**src/rtl/fsp_pkg.sv**
```systemverilog
// package: constants and types of the flash status register bank
// Notes on behaviour
// - busy bit high during any internal cycle
// - no write enable latch, refuse writes
// - nonzero protect field blocks program/erase there
// - protect field frozen in hardware protected mode
// - chip erase only with no protection, lock
// - boot lock guards chosen sector or block
// - lock bit plus low pin freezes status, unless pin disabled or quad mode
// - otp mode remaps bits seven to three
// - top/bottom select, default top, otp written
// - granularity bit: one sector or block
// - pin disable bit kills protect, hold pins
// - quad mode overrides pin disable bit
// - function select: hold when 0, reset 1
// - disabled pin serves only as data
// - otp lock blocks otp sector, once only
// - busy bit equals second register bit zero
// - register three readable always, repeating
// - dummy field codes three, two, four, five
// - drive field codes 67,100,50,33 percent
// - register three bits 7,6,1,0 reserved
// - status register readable at any moment
// - latch cleared at power-up, cycle end
package fsp_pkg;
    localparam logic [7:0] CMD_SET_WEL  = 8'h06;
    localparam logic [7:0] CMD_CLR_WEL  = 8'h04;
    localparam logic [7:0] CMD_RD_STAT  = 8'h05;
    localparam logic [7:0] CMD_RD_STAT3 = 8'h95;
    localparam logic [7:0] CMD_WR_STAT  = 8'h01;
    localparam int         SR_WIP       = 0;
    localparam int         SR_WEL       = 1;
    localparam int         SR_BP_LO     = 2;
    localparam int         SR_EBL       = 6;
    localparam int         SR_SRP       = 7;
    localparam int         SR_TB        = 3;
    localparam int         SR_BL4K      = 4;
    localparam int         SR_PFS       = 5;
    localparam int         SR_CPD       = 6;
    localparam int         SR_OTPL      = 7;
    localparam int         SR3_DRV_LO   = 2;
    localparam int         SR3_DUM_LO   = 4;
    localparam logic [3:0] BP_RST       = 4'h0;
    localparam logic [1:0] DUM_RST      = 2'h0;
    localparam logic [1:0] DRV_RST      = 2'h0;
    localparam logic [2:0] DUM_00       = 3'h3;
    localparam logic [2:0] DUM_01       = 3'h2;
    localparam logic [2:0] DUM_10       = 3'h4;
    localparam logic [2:0] DUM_11       = 3'h5;
    localparam logic [3:0] PIN_IDLE     = 4'hE;
    localparam int         CLK_NS       = 100;
    localparam int         WR_TIME_NS   = 10000;
    localparam int         WR_CYC       = (WR_TIME_NS + CLK_NS - 1) / CLK_NS;
    localparam logic [6:0] WR_CYC_M1    = 7'(WR_CYC - 1);

    typedef enum logic [2:0] {
        OP_PROG  = 3'h0,
        OP_QPROG = 3'h1,
        OP_SECT  = 3'h2,
        OP_HBLK  = 3'h3,
        OP_BLK   = 3'h4,
        OP_CHIP  = 3'h5
    } fsp_op_kind_t;

    typedef struct packed {
        fsp_op_kind_t kind;
        logic         hit_bp;
        logic         hit_boot;
        logic         hit_otp;
    } fsp_op_t;

    typedef struct packed {
        logic [1:0] dummy;
        logic [1:0] drive;
    } fsp_cfg3_t;

    typedef struct packed {
        logic [3:0] bp;
        logic       boot_lock_enable;
        logic       tb;
        logic       bl4k;
        logic       otp_lock;
    } fsp_prot_t;

    typedef enum logic [2:0] {
        W_IDLE = 3'h1,
        W_STAT = 3'h2,
        W_OP   = 3'h4
    } fsp_wstate_t;
endpackage : fsp_pkg

```
**src/rtl/fsp_status_regs.sv**
```systemverilog
// status, protection and config register bank with its serial front end
`timescale 1ns/10ps
module fsp_status_regs (
    input  wire logic              clk_i,
    input  wire logic              arst_n_i,
    input  wire logic              sclk_i,
    input  wire logic              cs_n_i,
    input  wire logic              si_i,
    input  wire logic              wp_n_i,
    output logic                   so_o,
    output logic                   so_oe_o,
    input  wire logic              otp_mode_i,
    input  wire logic              quad_mode_i,
    input  wire logic              op_valid_i,
    input  wire fsp_pkg::fsp_op_t  op_i,
    input  wire logic              op_done_i,
    input  wire logic              cfg3_we_i,
    input  wire fsp_pkg::fsp_cfg3_t cfg3_i,
    output logic                   op_grant_o,
    output logic                   op_refuse_o,
    output logic [7:0]             status_o,
    output logic                   sr2_wip_o,
    output logic [7:0]             sr3_o,
    output fsp_pkg::fsp_prot_t     prot_o,
    output logic                   wp_func_o,
    output logic                   hold_func_o,
    output logic                   reset_func_o,
    output logic [2:0]             dummy_bytes_o,
    output logic [1:0]             drive_sel_o
);

////////////////////////////////////////////////////////////
// pin synchronisers and edge detect

logic [3:0] pin_meta;
logic [3:0] pin_sync;
logic       sclk_q;
logic       cs_q;

always_ff @(posedge clk_i or negedge arst_n_i)
begin
    if (!arst_n_i)
    begin
        pin_meta <= fsp_pkg::PIN_IDLE;
        pin_sync <= fsp_pkg::PIN_IDLE;
        sclk_q   <= 1'b0;
        cs_q     <= 1'b1;
    end
    else
    begin
        pin_meta <= {wp_n_i, si_i, cs_n_i, sclk_i};
        pin_sync <= pin_meta;
        sclk_q   <= pin_sync[0];
        cs_q     <= pin_sync[1];
    end
end

logic cs_n;
logic si;
logic wp_n;
logic rise;
logic fall;
logic cs_rise;

assign cs_n    = pin_sync[1];
assign si      = pin_sync[2];
assign wp_n    = pin_sync[3];
assign rise    = pin_sync[0] & ~sclk_q & ~cs_n;
assign fall    = ~pin_sync[0] & sclk_q & ~cs_n;
assign cs_rise = cs_n & ~cs_q;

////////////////////////////////////////////////////////////
// register state

logic [3:0]  bp;
logic        status_protect_lock;
logic        boot_lock_enable;
logic        otp_lock;
logic        cpd;
logic        pfs;
logic        bl4k;
logic        tb;
logic        write_enable_latch;
logic        write_in_progress;
logic [1:0]  dum;
logic [1:0]  drv;
logic [7:0]  cmd;
logic [7:0]  wdat;
logic [7:0]  shin;
logic [7:0]  shout;
logic [2:0]  bit_cnt;
logic [1:0]  byte_cnt;
logic [6:0]  tmr;
logic        wr_otp;
fsp_pkg::fsp_wstate_t wst;

// the pin only protects while its function is live
logic hardware_protected_mode;
assign hardware_protected_mode = status_protect_lock & ~wp_n & ~cpd & ~quad_mode_i;

logic [7:0] rd_status;
always_comb
begin
    rd_status = 8'h00;
    rd_status[fsp_pkg::SR_WIP] = write_in_progress;
    rd_status[fsp_pkg::SR_WEL] = write_enable_latch;
    if (otp_mode_i)
    begin
        rd_status[fsp_pkg::SR_OTPL] = otp_lock;
        rd_status[fsp_pkg::SR_CPD]  = cpd;
        rd_status[fsp_pkg::SR_PFS]  = pfs;
        rd_status[fsp_pkg::SR_BL4K] = bl4k;
        rd_status[fsp_pkg::SR_TB]   = tb;
    end
    else
    begin
        rd_status[fsp_pkg::SR_SRP] = status_protect_lock;
        rd_status[fsp_pkg::SR_EBL] = boot_lock_enable;
        rd_status[fsp_pkg::SR_BP_LO +: 4] = bp;
    end
end

logic [7:0] rd_sr3;
always_comb
begin
    rd_sr3 = 8'h00;
    rd_sr3[fsp_pkg::SR3_DUM_LO +: 2] = dum;
    rd_sr3[fsp_pkg::SR3_DRV_LO +: 2] = drv;
end

////////////////////////////////////////////////////////////
// serial shift in

always_ff @(posedge clk_i or negedge arst_n_i)
begin
    if (!arst_n_i)
    begin
        shin     <= 8'h00;
        cmd      <= 8'h00;
        wdat     <= 8'h00;
        bit_cnt  <= 3'h0;
        byte_cnt <= 2'h0;
    end
    else if (cs_n)
    begin
        bit_cnt  <= 3'h0;
        byte_cnt <= 2'h0;
    end
    else if (rise)
    begin
        shin    <= {shin[6:0], si};
        bit_cnt <= bit_cnt + 3'h1;
        if (bit_cnt == 3'h7)
        begin
            if (byte_cnt == 2'h0)
                cmd <= {shin[6:0], si};
            if (byte_cnt == 2'h1)
                wdat <= {shin[6:0], si};
            if (byte_cnt != 2'h3)
                byte_cnt <= byte_cnt + 2'h1;
        end
    end
end

////////////////////////////////////////////////////////////
// serial shift out, re-sampled every byte so polling sees updates

logic rd_cmd;
assign rd_cmd = (cmd == fsp_pkg::CMD_RD_STAT) | (cmd == fsp_pkg::CMD_RD_STAT3);

always_ff @(posedge clk_i or negedge arst_n_i)
begin
    if (!arst_n_i)
    begin
        so_o    <= 1'b0;
        so_oe_o <= 1'b0;
        shout   <= 8'h00;
    end
    else if (cs_n)
        so_oe_o <= 1'b0;
    else if (fall && rd_cmd && byte_cnt != 2'h0)
    begin
        so_oe_o <= 1'b1;
        if (bit_cnt == 3'h0)
        begin
            if (cmd == fsp_pkg::CMD_RD_STAT)
            begin
                so_o  <= rd_status[7];
                shout <= {rd_status[6:0], 1'b0};
            end
            else
            begin
                so_o  <= rd_sr3[7];
                shout <= {rd_sr3[6:0], 1'b0};
            end
        end
        else
        begin
            so_o  <= shout[7];
            shout <= {shout[6:0], 1'b0};
        end
    end
end

////////////////////////////////////////////////////////////
// operation gating

logic op_ok;
logic op_take;
logic wr_take;
logic cyc_end;

always_comb
begin
    if (op_i.kind == fsp_pkg::OP_CHIP)
        op_ok = (bp == 4'h0) & ~boot_lock_enable;
    else
        op_ok = ~((bp != 4'h0) & op_i.hit_bp)
              & ~(boot_lock_enable & op_i.hit_boot)
              & ~(otp_lock & op_i.hit_otp);
end

assign op_take = op_valid_i & (wst == fsp_pkg::W_IDLE) & write_enable_latch & op_ok;
// a status write needs exactly 16 bits before deselect
assign wr_take = cs_rise & (cmd == fsp_pkg::CMD_WR_STAT) & (byte_cnt == 2'h2)
               & (bit_cnt == 3'h0) & write_enable_latch & ~hardware_protected_mode & ~op_valid_i
               & (wst == fsp_pkg::W_IDLE);
assign cyc_end = ((wst == fsp_pkg::W_STAT) & (tmr == fsp_pkg::WR_CYC_M1))
               | ((wst == fsp_pkg::W_OP) & op_done_i);

always_ff @(posedge clk_i or negedge arst_n_i)
begin
    if (!arst_n_i)
    begin
        op_grant_o  <= 1'b0;
        op_refuse_o <= 1'b0;
    end
    else
    begin
        op_grant_o  <= op_take;
        op_refuse_o <= op_valid_i & ~op_take;
    end
end

////////////////////////////////////////////////////////////
// internal cycle sequencer

always_ff @(posedge clk_i or negedge arst_n_i)
begin
    if (!arst_n_i)
    begin
        wst    <= fsp_pkg::W_IDLE;
        write_in_progress    <= 1'b0;
        tmr    <= 7'h00;
        wr_otp <= 1'b0;
    end
    else
    begin
        case (wst)
            fsp_pkg::W_IDLE:
            begin
                tmr <= 7'h00;
                if (op_take)
                begin
                    wst <= fsp_pkg::W_OP;
                    write_in_progress <= 1'b1;
                end
                else if (wr_take)
                begin
                    wst    <= fsp_pkg::W_STAT;
                    write_in_progress    <= 1'b1;
                    wr_otp <= otp_mode_i;
                end
            end
            fsp_pkg::W_STAT, fsp_pkg::W_OP:
            begin
                tmr <= tmr + 7'h01;
                if (cyc_end)
                begin
                    wst <= fsp_pkg::W_IDLE;
                    write_in_progress <= 1'b0;
                end
            end
            default:
            begin
                wst <= fsp_pkg::W_IDLE;
                write_in_progress <= 1'b0;
            end
        endcase
    end
end

////////////////////////////////////////////////////////////
// write enable latch

always_ff @(posedge clk_i or negedge arst_n_i)
begin
    if (!arst_n_i)
        write_enable_latch <= 1'b0;
    else if (cyc_end)
        write_enable_latch <= 1'b0;
    else if (cs_rise && byte_cnt == 2'h1 && bit_cnt == 3'h0 && !write_in_progress)
    begin
        if (cmd == fsp_pkg::CMD_SET_WEL)
            write_enable_latch <= 1'b1;
        else if (cmd == fsp_pkg::CMD_CLR_WEL)
            write_enable_latch <= 1'b0;
    end
end

////////////////////////////////////////////////////////////
// status bits, applied when the self-timed write ends

always_ff @(posedge clk_i or negedge arst_n_i)
begin
    if (!arst_n_i)
    begin
        bp  <= fsp_pkg::BP_RST;
        status_protect_lock <= 1'b0;
        boot_lock_enable <= 1'b0;
    end
    else if (cyc_end && wst == fsp_pkg::W_STAT && !wr_otp)
    begin
        bp  <= wdat[fsp_pkg::SR_BP_LO +: 4];
        status_protect_lock <= wdat[fsp_pkg::SR_SRP];
        boot_lock_enable <= wdat[fsp_pkg::SR_EBL];
    end
end

// one-time bits only ever go from 0 to 1
always_ff @(posedge clk_i or negedge arst_n_i)
begin
    if (!arst_n_i)
    begin
        otp_lock <= 1'b0;
        cpd      <= 1'b0;
        pfs      <= 1'b0;
        bl4k     <= 1'b0;
        tb       <= 1'b0;
    end
    else if (cyc_end && wst == fsp_pkg::W_STAT && wr_otp)
    begin
        otp_lock <= otp_lock | wdat[fsp_pkg::SR_OTPL];
        cpd      <= cpd | wdat[fsp_pkg::SR_CPD];
        pfs      <= pfs | wdat[fsp_pkg::SR_PFS];
        bl4k     <= bl4k | wdat[fsp_pkg::SR_BL4K];
        tb       <= tb | wdat[fsp_pkg::SR_TB];
    end
end

////////////////////////////////////////////////////////////
// volatile config register three

always_ff @(posedge clk_i or negedge arst_n_i)
begin
    if (!arst_n_i)
    begin
        dum <= fsp_pkg::DUM_RST;
        drv <= fsp_pkg::DRV_RST;
    end
    else if (cfg3_we_i)
    begin
        dum <= cfg3_i.dummy;
        drv <= cfg3_i.drive;
    end
end

////////////////////////////////////////////////////////////
// registered outputs

always_ff @(posedge clk_i or negedge arst_n_i)
begin
    if (!arst_n_i)
    begin
        status_o      <= 8'h00;
        sr2_wip_o     <= 1'b0;
        sr3_o         <= 8'h00;
        prot_o        <= '0;
        wp_func_o     <= 1'b0;
        hold_func_o   <= 1'b0;
        reset_func_o  <= 1'b0;
        dummy_bytes_o <= fsp_pkg::DUM_00;
        drive_sel_o   <= fsp_pkg::DRV_RST;
    end
    else
    begin
        status_o     <= rd_status;
        sr2_wip_o    <= write_in_progress;
        sr3_o        <= rd_sr3;
        prot_o       <= '{bp, boot_lock_enable, tb, bl4k, otp_lock};
        wp_func_o    <= ~cpd & ~quad_mode_i;
        hold_func_o  <= ~cpd & ~quad_mode_i & ~pfs;
        reset_func_o <= ~cpd & ~quad_mode_i & pfs;
        drive_sel_o  <= drv;
        case (dum)
            2'h0:    dummy_bytes_o <= fsp_pkg::DUM_00;
            2'h1:    dummy_bytes_o <= fsp_pkg::DUM_01;
            2'h2:    dummy_bytes_o <= fsp_pkg::DUM_10;
            default: dummy_bytes_o <= fsp_pkg::DUM_11;
        endcase
    end
end

////////////////////////////////////////////////////////////
// checks

localparam int WR_MAX = 102;
endmodule : fsp_status_regs

```
**config.mk**
```make
export PLATFORM = sky130hd
export DESIGN_NAME = fsp_status_regs
export DESIGN_NICKNAME = d
export VERILOG_FILES = /design/src/rtl/fsp_pkg.sv /design/src/rtl/fsp_status_regs.sv
export SDC_FILE = /design/constraint.sdc
export NUM_CORES = 1
export LEC_CHECK = 0
export BUFFER_PORTS_ARGS = -buffer_cell sky130_fd_sc_hd__clkbuf_2
export CAP_MARGIN = 20
export CORE_MARGIN = 2
export CORE_UTILIZATION = 45
export DETAILED_ROUTE_END_ITERATION = 8
export GPL_TIMING_DRIVEN = 0
export PLACE_DENSITY = 0.69
export REMOVE_ABC_BUFFERS = 1
export SYNTH_ARGS = -nofsm -noshare
export SYNTH_HDL_FRONTEND = slang
export SYNTH_SLANG_ARGS = --single-unit
```
**constraint.sdc**
```tcl
create_clock -name clk_i -period 2.1 [get_ports clk_i]
set_clock_uncertainty 0.05 [all_clocks]
set_input_delay 0.42 -clock clk_i [delete_from_list [all_inputs] [get_ports clk_i]]
set_output_delay 0.42 -clock clk_i [all_outputs]
set_load 0.05 [all_outputs]
```
* Yosys cells after proc, flatten, opt, wreduce, memory -nomap -nowiden
Index checks and enable logic that the tools add are counted.
** Word-level totals
- Input bits :: 21
- Output and inout port bits :: 37
- Word-level logic and storage cells :: 176
- Bits in registers :: 107
** Cells by class
- Bitwise operators :: 52
- Equality and inequality tests :: 18
- Mux-type cells :: 29
- Reductions and logical operators :: 32
- $add $sub $neg :: 3
** Operator list (count)
- 1-bit bitwise AND :: 30
- 8-bit by 3-bit == test with 1-bit output (second input constant) :: 3
- 8-bit two-way mux :: 2
- 3-bit two-way mux :: 5
- 1-bit NOT :: 15
- 7-bit one-hot mux with 2 select lines :: 1
- 2-bit nonzero test :: 7
- 1-bit two-way mux :: 13
- 3-bit == test (second input constant) :: 3
- 3-bit one-hot mux with 3 select lines :: 1
- 8-bit by 1-bit == test with 1-bit output (second input constant) :: 1
- 8-bit == test (second input constant) :: 1
- 1-bit logical AND :: 8
- 2-bit two-way mux :: 4
- 2-bit AND reduction :: 4
- 4-bit AND reduction :: 2
- 7-bit by 1-bit adder with 7-bit output (second input constant) :: 1
- 7-bit == test (second input constant) :: 1
- 1-bit bitwise OR :: 7
- 3-bit one-hot mux with 2 select lines :: 1
- 3-bit AND reduction :: 2
- 5-bit two-way mux :: 1
- 2-bit by 1-bit == test with 1-bit output (second input constant) :: 2
- 2-bit == test (second input constant) :: 2
- other kinds (14) :: 17

* Longest topological paths before layout
- Depth after elaboration :: 12
- Gate-level depth with buffers :: 7
- Gate-level depth less buffers :: 6

* Worst setup path before layout
OpenSTA, ideal clock, no wires.
- Path type :: register -> register
- Start :: register tmr[0]
- End :: register boot_lock_enable
- Path slack :: 0.236 ns
- Clock period less this slack :: 1.864 ns
- Data required time :: 1.925 ns
- Arrival :: 1.689 ns
- Path buffers :: 0
- Stages on the path, launching flop included :: 6
- Setup time :: 0.125 ns
- Path through :: dfrtp_1 > ha_1 > nor4b_2 > nand3_2 > nor4_4 > mux2_2
** Between the ends
- Word-level cells in the longest chain between the ends :: 5
** Ends and longest elaborated chain
- start: declaration :: RTL line fsp_status_regs.sv:93 : logic [6:0] tmr;
- start signal: assignment :: RTL line fsp_status_regs.sv:277 : tmr <= tmr + 7'h01;
- 7-bit == test :: RTL line fsp_status_regs.sv:228 : assign cyc_end = ((wst == fsp_pkg::W_STAT) & (tmr == fsp_pkg::WR_CYC_M1))
- 1-bit bitwise AND :: RTL line fsp_status_regs.sv:228
- 1-bit bitwise OR :: RTL line fsp_status_regs.sv:229 : | ((wst == fsp_pkg::W_OP) & op_done_i);
- 1-bit logical AND (2 in series) :: RTL line fsp_status_regs.sv:322 : else if (cyc_end && wst == fsp_pkg::W_STAT && !wr_otp)
- end signal: assignment :: RTL line fsp_status_regs.sv:326 : boot_lock_enable <= wdat[fsp_pkg::SR_EBL];
- end: declaration :: RTL line fsp_status_regs.sv:77 : logic boot_lock_enable;
Every way passes these cells.
A chain may end at the register's enable or synchronous reset.

* Final worst setup path
- Start :: register tmr[1]
- End :: register boot_lock_enable
Same word-level chain as after synthesis.

==> results.yml <==
final_layout:
  drive_above_1_share_pct: 35.5
  synthToLayoutAreaGrowth_pct: 14.6
  layoutNonFillerInstCount: 503
  multiInputGateArea_sq_um: 1600
  postLayoutCoreUtil_pct: 52.8
  layout.nets: 420
  seq_area_sq_um: 2540
  fillers: 785
  num_antenna_cells: 0
grt:
  grt_pass1_vias: 2668
  grt_max_degree: 56
  grtUsageTotal_pct: 16.7
  grt_pass1_wl_microns: 13100
  gr-total-overflow: 0
  antenna_found_initial: 0
worst_setup_path:
  cp.arrival_ns: 2.19
  endpoint_kind: "flop"
  cp.required_ns: 2.30
  cpPeakStageDelay_ns: 0.40
  worstPathMaxFanout: 6
  startpoint_type: "flop"
  crit_chain: "ha_1 -> nor4b_4 -> nand3_2 -> nor4_4 -> buf_4 -> mux2_2"
  timing.setup.critical_path_class: "reg2reg"
  cp_slowest_cell: "dfrtp_1"
die:
  die_h_microns: 101
  core-area_sq_um: 9200
  rows: 35
  die_area_sq_um: 10200
  start_util_pct: 46.1
  ioPinCount: 58
  die_w_microns: 101
logic_synthesis:
  synth-seq-cells: 101
  synth-edff-count: 0
  synth.area.top_cells: "dfrtp_1 54%, mux2_2 10%, dfstp_2 6.2%"
  synthFlopType: "dfrtp_1"
  ys_types: 54
  yosys_warnings: 0
  synth_common_cells: "91 x dfrtp_1, 38 x mux2_2, 22 x nand2_1"
  synthMostInstantiatedCell: "dfrtp_1"
  synthArstFlopShare_pct: 100
  yosys.area.top_type: "dfrtp_1"
  syn_area_sq_um: 4240
  seq_area_frac_synth_pct: 60.0
  avgSynthCellArea_sq_um: 12.8
  synthCells: 331
  synth_top_area_share_pct: 53.8
detailed_routing:
  vias: 2666
  drtPass1Iterations: 4
  wl_per_cell_microns: 15.4
  drtAntennaViolNets: 0
  viasPerCell: 5.30
  wl_microns: 7760
  first_iter_violations: 104
  drc: 0
timing:
  hold_slack_ns: 0.0806
  hold_viol: 0
  slew_viol_final: 0
  setup_tns_ns: 0
  relSlewSlack_pct: 47.6
  worstMarginPinSlew_ns: 0.786
  finalCritPeriodShare_pct: 94.7
  max_clock_freq_mhz: 503
  setup-violations-final: 0
  rsz0062_at_grt: "false"
  fin_crit_ns: 1.99
placed_design:
  place.detailed.hpwl_microns: 5690
  gp_congestion: 0.816
  port_buffers: 53
  numPlacedInstances: 482
clock_tree:
  clk_pin_slew_ns: 0.10
  clock_path_buffers: 2
  htree_levels: 3
  clkLatencyLatePin_ns: 0.36
  numCtsBuffers: 9
  cts_num_sinks: 101
  cts_tree: "done"
  root_buffer: "clkbuf_8"
  ctsHoldBuffers: 0
pwr:
  p_leak_uw: 0.00231
  finalPower_uw: 4170
  vdd_drop_max_mv: 0.505
  power_density_nw_per_um2: 858
outcome:
  status: "complete, no violations"
min_path:
  hp-class: "in2reg"
run:
  max-cap-violations: 0
[per-stage QoR]
step	setup slack, ns	area [sq um]
finish	0.110	4860
global route	0.0166	4860
CTS	0.0453	4830
detailed placement	-0.0856	4590
global placement	-0.703	4560
floorplan	0.236	4160
[cell type report]
cell class	instances	area share (%)
sequential	101	52.3
clock inverter	6	1.47
inverter	11	0.850
tap	111	2.86
multi-input combinational	205	32.8
clock buffer	10	2.83
timing repair buffer	59	6.85
[cells by family (layout without fill, tap and decap cells)]
family,after synthesis,after routing,synth area share (%)
flops,101,101,60.0
simple gates,94,94,13.4
compound gates,46,46,7.18
mux,43,43,11.4
buf+inv,28,86,3.16
fa+ha+maj,12,12,3.54
xor+xnor,6,6,1.24
other cells,1,4,0.0885
[registers in the layout, summed over array words and instances (netlist names), 4 cells and up]
signal	flops
shout	7
cmd	8
prot_o	8
status_o	8
bp	4
wdat	6
shin	7
pin_meta	4
tmr	7
pin_sync	4
[cell usage in the layout, fill, tap and decap left out, types with 6 or more instances in the layout]
| master | count |
|---|---|
| dfrtp_1 | 91 |
| clkbuf_2 | 52 |
| mux2_2 | 38 |
| nand2_1 | 22 |
| nor2_1 | 18 |
| a21oi_1 | 12 |
| ha_1 | 12 |
| inv_1 | 11 |
| nor3_1 | 10 |
| clkbuf_8 | 10 |
| dfstp_2 | 10 |
| o21ai_0 | 8 |
| nand3_1 | 6 |
| xnor2_1 | 6 |
| a21o_1 | 6 |
[path summary, 6_finish.rpt]
check | cells after the start | start | end | slack [ns]
setup / recovery | 6 | tmr[1] | boot_lock_enable | 0.11
max in group asynchronous | 2 | arst_n_i | pin_meta[3] | 1.15
min in group asynchronous | 1 | arst_n_i | tmr[0] | 0.11
hold / removal | 1 | cs_n_i | pin_meta[1] | 0.08
hold reg to reg | 0 | pin_meta[3] | pin_sync[3] | 0.30
setup reg to reg | 6 | tmr[1] | boot_lock_enable | 0.11
[worst max-delay path: cells and delay by family (launching register included)]
family	cells	cell delay, ns
AND/OR/NAND/NOR	3	0.67
multiplexers	1	0.34
adder cells (fa/ha/maj)	1	0.21
flip-flops	1	0.40
buffers and inverters	1	0.20
[report_power, final]
part | switching [uW] | internal (uW)
registers | 162 | 2110
clock network | 659 | 591
logic | 436 | 207
total | 1260 | 2910
[timing repair]
item | 4_1_cts | 5_1_grt
endpoints found under the hold margin | 0 | 0
pin swaps | 2 | 1
setup buffers | 3 | 2
setup endpoints to repair | 11 | 7
gates resized for setup | 1 | 2
cloned | 0 | 0
[metal layers]
metal	vias up	track usage [%]	part of all wire (%)
met3	15	4.02	3.5
li1	1272	-	-
met2	54	26.7	50
met5	-	0	0
met1	1325	21.7	44
met4	0	7.17	2.6
(Power assumes the default switching activity.)
